[src/hfl_pkg.sv]
// Package for host FIFO level and receive format block
package hfl_pkg;
  localparam logic [7:0]  ADDR_BYTE_ORDER = 8'h64;
  localparam logic [7:0]  ADDR_LEVELS     = 8'h68;
  localparam logic [7:0]  ADDR_RX_CFG     = 8'h6c;
  localparam logic [31:0] BYTE_ORDER_WORD = 32'h87654321;
  localparam logic [7:0]  TX_SPACE_RST    = 8'h48;
  localparam logic [7:0]  TX_STAT_RST     = 8'h00;
  localparam logic [7:0]  RX_STAT_RST     = 8'h00;
  localparam logic [1:0]  END_ALIGN_RST   = 2'h0;
  localparam logic [11:0] COUNTDOWN_RST   = 12'h000;
  localparam logic [4:0]  START_OFF_RST   = 5'h00;
  localparam logic [2:0]  IRQ_BIT_TX_SPACE = 3'h0;
  localparam logic [2:0]  IRQ_BIT_TX_STAT  = 3'h1;
  localparam logic [2:0]  IRQ_BIT_RX_STAT  = 3'h2;
  localparam logic [2:0]  IRQ_BIT_RX_DMA   = 3'h3;
  localparam int          BLOCK_SHIFT     = 4; // 64 bytes = 16 dwords
  localparam int          PURGE_BIT       = 15;
  localparam int          TX_SPACE_LSB    = 24;
  localparam int          TX_STAT_LSB     = 16;
  localparam int          RX_STAT_LSB     = 0;
  localparam int          END_ALIGN_LSB   = 30;
  localparam int          COUNTDOWN_LSB   = 16;
  localparam int          START_OFF_LSB   = 8;

  typedef enum logic [1:0] {
    HFL_ALIGN_4  = 2'b00,
    HFL_ALIGN_16 = 2'b01,
    HFL_ALIGN_32 = 2'b10,
    HFL_ALIGN_RS = 2'b11
  } hfl_align_e;

  // Host bus request
  typedef struct packed {
    logic       rd;
    logic       wr;
    logic [7:0] addr;
    logic [31:0] wdata;
  } hfl_req_s;

  // Interrupt flags, sticky, write one to clear
  typedef struct packed {
    logic rx_dma;
    logic rx_stat_level_irq;
    logic tx_stat_level_irq;
    logic tx_space_avail_irq;
  } hfl_irq_s;
endpackage

[src/hfl_core.sv]
// Host FIFO level thresholds and receive data format control
`timescale 1ns/100ps
// Notes on behaviour
// - The byte order word reads as a fixed constant and cannot be written.
// - TX space interrupt sets when free space exceeds the threshold in 64-byte blocks.
// - TX status interrupt sets when TX status occupancy exceeds its threshold.
// - RX status interrupt sets when RX status occupancy exceeds its threshold.
// - The end of each receive buffer is padded with dwords to the chosen boundary.
// - End alignment codes 00, 01, 10 select 4, 16, 32 bytes; 11 is reserved.
// - The RX transfer interrupt rises once the counted dwords have been read.
// - The countdown drops per dword read and a new write replaces it.
// - Writing one to the purge bit clears RX data and status pointers, then clears itself.
// - The start offset field puts 0 to 31 bytes before each packet's data.
// - The upper offset bits may change live and apply from the next packet start or purge.
// - The level interrupt flags are sticky and cleared by writing one.
module hfl_core
  import hfl_pkg::*;
#(
  parameter int SPACE_W = 12, // TX free space in dwords
  parameter int LEVEL_W = 8
)(
  input  wire logic               ref_clk,
  input  wire logic               rst_b,
  input  wire hfl_req_s           req,
  input  wire logic               irq_clr_wr,
  input  wire hfl_irq_s           irq_clr,
  input  wire logic [SPACE_W-1:0] tx_free_dwords,
  input  wire logic [LEVEL_W-1:0] tx_stat_used,
  input  wire logic [LEVEL_W-1:0] rx_stat_used,
  input  wire logic               rx_dword_read,
  input  wire logic               rx_packet_start,
  input  wire logic               rx_buffer_last,
  output logic [31:0]             rdata,
  output logic                    rvalid,
  output hfl_irq_s                irq_flags,
  output logic                    rx_purge,
  output logic [4:0]              rx_start_offset,
  output logic [1:0]              end_align,
  output logic [2:0]              pad_dwords
);
  // ------------------------------------------------------------
  // Register storage
  // ------------------------------------------------------------
  logic [7:0]  tx_space_thr;
  logic [7:0]  tx_stat_thr;
  logic [7:0]  rx_stat_thr;
  logic [11:0] rx_transfer_countdown;
  logic        count_armed;
  logic [4:0]  words_so_far;
  logic        wr_levels;
  logic        wr_rx_cfg;
  logic        space_hit;
  logic        tx_stat_hit;
  logic        rx_stat_hit;
  logic        dma_hit;

  function automatic logic over(input logic [SPACE_W-1:0] a, input logic [SPACE_W-1:0] b);
    over = a > b;
  endfunction

  assign wr_levels = req.wr && (req.addr == ADDR_LEVELS);
  assign wr_rx_cfg = req.wr && (req.addr == ADDR_RX_CFG);

  // Threshold register
  always_ff @(posedge ref_clk) begin
    if (!rst_b) begin
      tx_space_thr <= TX_SPACE_RST;
      tx_stat_thr  <= TX_STAT_RST;
      rx_stat_thr  <= RX_STAT_RST;
    end else if (wr_levels) begin
      tx_space_thr <= req.wdata[TX_SPACE_LSB +: 8];
      tx_stat_thr  <= req.wdata[TX_STAT_LSB +: 8];
      rx_stat_thr  <= req.wdata[RX_STAT_LSB +: 8];
    end
  end

  // Receive configuration fields, reserved bits dropped
  always_ff @(posedge ref_clk) begin
    if (!rst_b) begin
      end_align       <= END_ALIGN_RST;
      rx_start_offset <= START_OFF_RST;
    end else if (wr_rx_cfg) begin
      if (req.wdata[END_ALIGN_LSB +: 2] != HFL_ALIGN_RS) begin
        end_align <= req.wdata[END_ALIGN_LSB +: 2];
      end
      rx_start_offset <= req.wdata[START_OFF_LSB +: 5];
    end
  end

  // Self-clearing purge pulse
  always_ff @(posedge ref_clk) begin
    if (!rst_b) begin
      rx_purge <= 1'b0;
    end else begin
      rx_purge <= wr_rx_cfg && req.wdata[PURGE_BIT];
    end
  end

  // Transfer countdown
  always_ff @(posedge ref_clk) begin
    if (!rst_b) begin
      rx_transfer_countdown <= COUNTDOWN_RST;
      count_armed           <= 1'b0;
    end else if (wr_rx_cfg) begin
      rx_transfer_countdown <= req.wdata[COUNTDOWN_LSB +: 12];
      count_armed           <= req.wdata[COUNTDOWN_LSB +: 12] != COUNTDOWN_RST;
    end else if (rx_dword_read && count_armed) begin
      rx_transfer_countdown <= rx_transfer_countdown - 12'h001;
      if (rx_transfer_countdown == 12'h001) begin
        count_armed <= 1'b0;
      end
    end
  end

  assign dma_hit = count_armed && rx_dword_read && !wr_rx_cfg &&
                   (rx_transfer_countdown == 12'h001);

  // Dwords into current buffer for end padding
  always_ff @(posedge ref_clk) begin
    if (!rst_b) begin
      words_so_far <= 5'h00;
    end else if (rx_packet_start || rx_purge) begin
      words_so_far <= {2'h0, rx_start_offset[4:2]};
    end else if (rx_dword_read) begin
      words_so_far <= words_so_far + 5'h01;
    end
  end

  hfl_pad_calc u_pad (
    .ref_clk      (ref_clk),
    .rst_b        (rst_b),
    .align        (end_align),
    .words_so_far (words_so_far),
    .pad_dwords   (pad_dwords)
  );

  // ------------------------------------------------------------
  // Level compare and sticky flags
  // ------------------------------------------------------------
  assign space_hit   = over(tx_free_dwords,
                            SPACE_W'(tx_space_thr) << BLOCK_SHIFT);
  assign tx_stat_hit = tx_stat_used > tx_stat_thr;
  assign rx_stat_hit = rx_stat_used > rx_stat_thr;

  // Set wins over clear
  always_ff @(posedge ref_clk) begin
    if (!rst_b) begin
      irq_flags <= '0;
    end else begin
      irq_flags.tx_space_avail_irq <= space_hit ||
        (irq_flags.tx_space_avail_irq && !(irq_clr_wr && irq_clr.tx_space_avail_irq));
      irq_flags.tx_stat_level_irq <= tx_stat_hit ||
        (irq_flags.tx_stat_level_irq && !(irq_clr_wr && irq_clr.tx_stat_level_irq));
      irq_flags.rx_stat_level_irq <= rx_stat_hit ||
        (irq_flags.rx_stat_level_irq && !(irq_clr_wr && irq_clr.rx_stat_level_irq));
      irq_flags.rx_dma <= dma_hit ||
        (irq_flags.rx_dma && !(irq_clr_wr && irq_clr.rx_dma));
    end
  end

  // ------------------------------------------------------------
  // Read path
  // ------------------------------------------------------------
  always_ff @(posedge ref_clk) begin
    if (!rst_b) begin
      rdata  <= 32'h0;
      rvalid <= 1'b0;
    end else begin
      rvalid <= req.rd;
      case (req.addr)
        ADDR_BYTE_ORDER: rdata <= BYTE_ORDER_WORD;
        ADDR_LEVELS:     rdata <= {tx_space_thr, tx_stat_thr, 8'h0, rx_stat_thr};
        ADDR_RX_CFG:     rdata <= {end_align, 2'h0, rx_transfer_countdown, 3'h0,
                                   rx_start_offset, 8'h0};
        default:         rdata <= 32'h0;
      endcase
    end
  end

  // ------------------------------------------------------------
  // Checks
  // ------------------------------------------------------------
  byte_order_a: assert property (@(posedge ref_clk) disable iff (!rst_b)
    $past(req.rd) && $past(req.addr) == ADDR_BYTE_ORDER |-> rdata == BYTE_ORDER_WORD)
    else $error("byte order word wrong");
  tx_space_a: assert property (@(posedge ref_clk) disable iff (!rst_b)
    space_hit |=> irq_flags.tx_space_avail_irq)
    else $error("tx space flag missed");
  tx_stat_a: assert property (@(posedge ref_clk) disable iff (!rst_b)
    tx_stat_used > tx_stat_thr |=> irq_flags.tx_stat_level_irq)
    else $error("tx status flag missed");
  rx_stat_a: assert property (@(posedge ref_clk) disable iff (!rst_b)
    rx_stat_used > rx_stat_thr |=> irq_flags.rx_stat_level_irq)
    else $error("rx status flag missed");
  countdown_a: assert property (@(posedge ref_clk) disable iff (!rst_b)
    rx_dword_read && count_armed && !wr_rx_cfg |=>
      rx_transfer_countdown == $past(rx_transfer_countdown) - 12'h001)
    else $error("countdown step wrong");
  purge_pulse_a: assert property (@(posedge ref_clk) disable iff (!rst_b)
    wr_rx_cfg && req.wdata[PURGE_BIT] |=> rx_purge ##1
      (!rx_purge || $past(wr_rx_cfg && req.wdata[PURGE_BIT])))
    else $error("purge not self clearing");
  align_keep_a: assert property (@(posedge ref_clk) disable iff (!rst_b)
    wr_rx_cfg && req.wdata[END_ALIGN_LSB +: 2] == HFL_ALIGN_RS |=>
      end_align == $past(end_align))
    else $error("reserved alignment taken");
  offset_load_a: assert property (@(posedge ref_clk) disable iff (!rst_b)
    wr_rx_cfg |=> rx_start_offset == $past(req.wdata[START_OFF_LSB +: 5]))
    else $error("start offset not loaded");
  reserved_zero_a: assert property (@(posedge ref_clk) disable iff (!rst_b)
    $past(req.rd) && $past(req.addr) == ADDR_RX_CFG |->
      rdata[29:28] == 2'h0 && rdata[15:13] == 3'h0 && rdata[7:0] == 8'h0)
    else $error("reserved bits not zero");
  dma_irq_a: assert property (@(posedge ref_clk) disable iff (!rst_b)
    dma_hit |=> irq_flags.rx_dma && rx_transfer_countdown == 12'h000)
    else $error("dma interrupt missed");
  clear_flag_a: assert property (@(posedge ref_clk) disable iff (!rst_b)
    irq_clr_wr && irq_clr.tx_stat_level_irq && !tx_stat_hit |=>
      !irq_flags.tx_stat_level_irq)
    else $error("flag not cleared");
endmodule

[src/hfl_pad_calc.sv]
// Padding dword count for receive end alignment
`timescale 1ns/100ps
module hfl_pad_calc
  import hfl_pkg::*;
(
  input  wire logic       ref_clk,
  input  wire logic       rst_b,
  input  wire logic [1:0] align,
  input  wire logic [4:0] words_so_far,
  output logic      [2:0] pad_dwords
);
  logic [2:0] mask;

  // Dwords per alignment boundary minus one
  always_comb begin
    case (hfl_align_e'(align))
      HFL_ALIGN_16: mask = 3'h3;
      HFL_ALIGN_32: mask = 3'h7;
      default:      mask = 3'h0;
    endcase
  end

  // Registered pad count to next boundary
  always_ff @(posedge ref_clk) begin
    if (!rst_b) begin
      pad_dwords <= 3'h0;
    end else begin
      pad_dwords <= (3'h0 - words_so_far[2:0]) & mask;
    end
  end
endmodule

[config.mk]
export PLATFORM = sky130hd
export DESIGN_NAME = hfl_core
export DESIGN_NICKNAME = d
export VERILOG_FILES = /design/src/hfl_pkg.sv /design/src/hfl_core.sv /design/src/hfl_pad_calc.sv
export SDC_FILE = /design/constraint.sdc
export NUM_CORES = 1
export LEC_CHECK = 0
export ABC_AREA = 1
export BUFFER_PORTS_ARGS = -buffer_cell sky130_fd_sc_hd__buf_2
export CAP_MARGIN = 20
export CORE_MARGIN = 2
export CORE_UTILIZATION = 56
export DETAILED_ROUTE_END_ITERATION = 10
export GPL_TIMING_DRIVEN = 0
export PLACE_DENSITY = 0.85
export SYNTH_ARGS = -nofsm -noshare
export SYNTH_HDL_FRONTEND = slang
export SYNTH_HIERARCHICAL = 1
export SYNTH_SLANG_ARGS = --single-unit
[constraint.sdc]
create_clock -name ref_clk -period 3 [get_ports ref_clk]
set_input_delay 0.6 -clock ref_clk [delete_from_list [all_inputs] [get_ports ref_clk]]
set_output_delay 0.6 -clock ref_clk [all_outputs]
set_load 0.05 [all_outputs]
==> results.py <==
metrics = {
    "outcome": {
        "status": "finished clean",
    },
    "power": {
        "p_leak_nw": 2.78,
        "ir_worst_vdd_mv": 0.315,
        "powerDensity_mw_per_mm2": 441,
        "p_total_mw": 2.33,
    },
    "place": {
        "place_inst": 807,
        "portBuffers": 122,
        "dp_slack_ns": 1.08,
        "hpwl_um": 9270,
        "place_congestion": 0.945,
        "placed_cell_area_mm2": 0.00503,
    },
    "setup_path": {
        "critPathCaptureType": "output port",
        "crit_fanout": 4,
        "critPathSlowestCell": "dfxtp_1",
        "worstPathCellList": "buf_2",
        "cp_num_buf_inv": 1,
        "worst_ep_required_time_ns": 2.40,
        "crit_arrival_ns": 1.07,
        "critPathKind": "reg -> out",
        "rrSetupSlack_ns": 1.41,
        "crit_path_start_kind": "flop",
        "critical-path-top-delay-family": "flip-flops",
        "cp_slowest_stage_delay_ns": 0.42,
    },
    "timing": {
        "max_freq_mhz": 597,
        "setup_violations": 0,
        "hold-worst-slack_ns": 0.430,
        "rsz0062_at_grt": "false",
        "fin_ws_ns": 1.33,
        "relSlewSlack_pct": 53.6,
        "hold_viol_final": 0,
        "min_period_ns": 1.67,
        "tightest_slew_ns": 0.695,
        "finalMaxSlewViolations": 0,
        "fin_crit_sh_pct": 55.8,
        "fin_setup_tns_ns": 0,
        "finalClockSkew_ns": 0.00980,
    },
    "final_layout": {
        "drive_gt1_share_pct": 23.5,
        "mostFrequentLayoutCells": "131 x nand2_1, 126 x buf_2, 86 x dfxtp_1",
        "layoutNonFillerInstCount": 823,
        "n_antenna_cell": 0,
        "nNetsFinal": 828,
        "fill_cells": 589,
        "final_util_pct": 72.0,
        "layout_commonest_cell": "nand2_1",
        "fin_area_mm2": 0.00528,
        "area_growth_pct": 22.8,
    },
    "floorplan": {
        "die_w_um": 91.6,
        "die_area_mm2": 0.00839,
        "start_util_pct": 58.6,
        "row_count": 31,
        "pin_count": 128,
        "die_y_um": 91.6,
        "core_mm2": 0.00733,
    },
    "clock_network": {
        "cts_setup_buffers": 0,
        "clockBufferDepth": 2,
        "cts_resized": 0,
        "cts_tree": "built",
        "cts_sinks": 86,
        "numCtsBuffers": 9,
        "htreeDepth": 3,
        "clk_latency_ns": 0.35,
        "clkTransAtPathRegs_ns": 0.09,
        "cts_root_buf": "clkbuf_8",
        "cts_hold_buf": 0,
    },
    "route": {
        "ant_nets": 0,
        "first_pass_iters": 6,
        "drt_iter0_markers": 284,
        "vias_per_cell": 5.38,
        "drt_wl_total_um": 12300,
        "avgRoutedWirePerCell_um": 15.0,
        "via_count": 4429,
        "drc": 0,
    },
    "grt": {
        "grt_pass1_vias": 4240,
        "grt_max_degree": 15,
        "track_usage_pct": 29.2,
        "grt_overflow": 0,
        "grt_pass1_wl_um": 19600,
        "antenna_found_initial": 0,
    },
    "yosys": {
        "synth_area_mm2": 0.00430,
        "yosys_warnings": 6,
        "synth.avg_cell_area_um2": 7.34,
        "synthCells": 585,
    },
    "run": {
        "maxCapViolations": 0,
    },
    "min_path": {
        "hp-class": "in -> reg",
    },
}
[metal layers]
| metal | GRT usage (%) | vias up | part of all wire, % |
|---|---|---|---|
| met3 | 5.31 | 46 | 8.6 |
| met2 | 48.3 | 248 | 46 |
| li1 | - | 2138 | - |
| met4 | 15.5 | 0 | 3.5 |
| met1 | 36.1 | 1997 | 42 |
| met5 | 0 | - | 0 |
[tightest hold or removal path, stage by stage]
cell,delay [ns]
buf_2,0.08
nand2_1,0.04
inv_1,0.04
[where the power goes]
| group | internal, mW | switching, mW | total (mW) |
|---|---|---|---|
| sequential | 1.15 | 0.00513 | 1.15 |
| combinational | 0.0830 | 0.136 | 0.219 |
| clock | 0.541 | 0.414 | 0.955 |
| total | 1.77 | 0.555 | 2.33 |
[registers in the layout (all words and copies together), names as in the netlist]
name / count
count_armed: 1
rdata: 30
tx_space_thr: 8
rx_stat_thr: 8
rx_purge: 1
rx_start_offset: 5
rvalid: 1
tx_stat_thr: 8
end_align: 2
words_so_far: 3
rx_transfer_countdown: 12
irq_flags: 4
u_pad/pad_dwords: 3
[path summary, 6_finish.rpt]
path	startpoint	to	cells after the start
setup reg to reg	rx_transfer_countdown[0]	rx_transfer_countdown[8]	9
setup / recovery	end_align[1]	end_align[1]	1
hold reg to reg	tx_stat_thr[7]	rdata[23]	2
hold / removal	req[41]	rvalid	3
[cell type report]
type | count | area, um2 | share of cell area, %
inverters | 87 | 329 | 6.24
repair buffers | 122 | 611 | 11.6
plain buffers | 22 | 151 | 2.87
flip-flops and latches | 86 | 1720 | 32.6
clock inverters | 4 | 76.3 | 1.45
clock buffers | 12 | 165 | 3.13
well taps | 99 | 124 | 2.35
multi-input cells | 391 | 2100 | 39.8
Power figures use the tool's default switching activity.
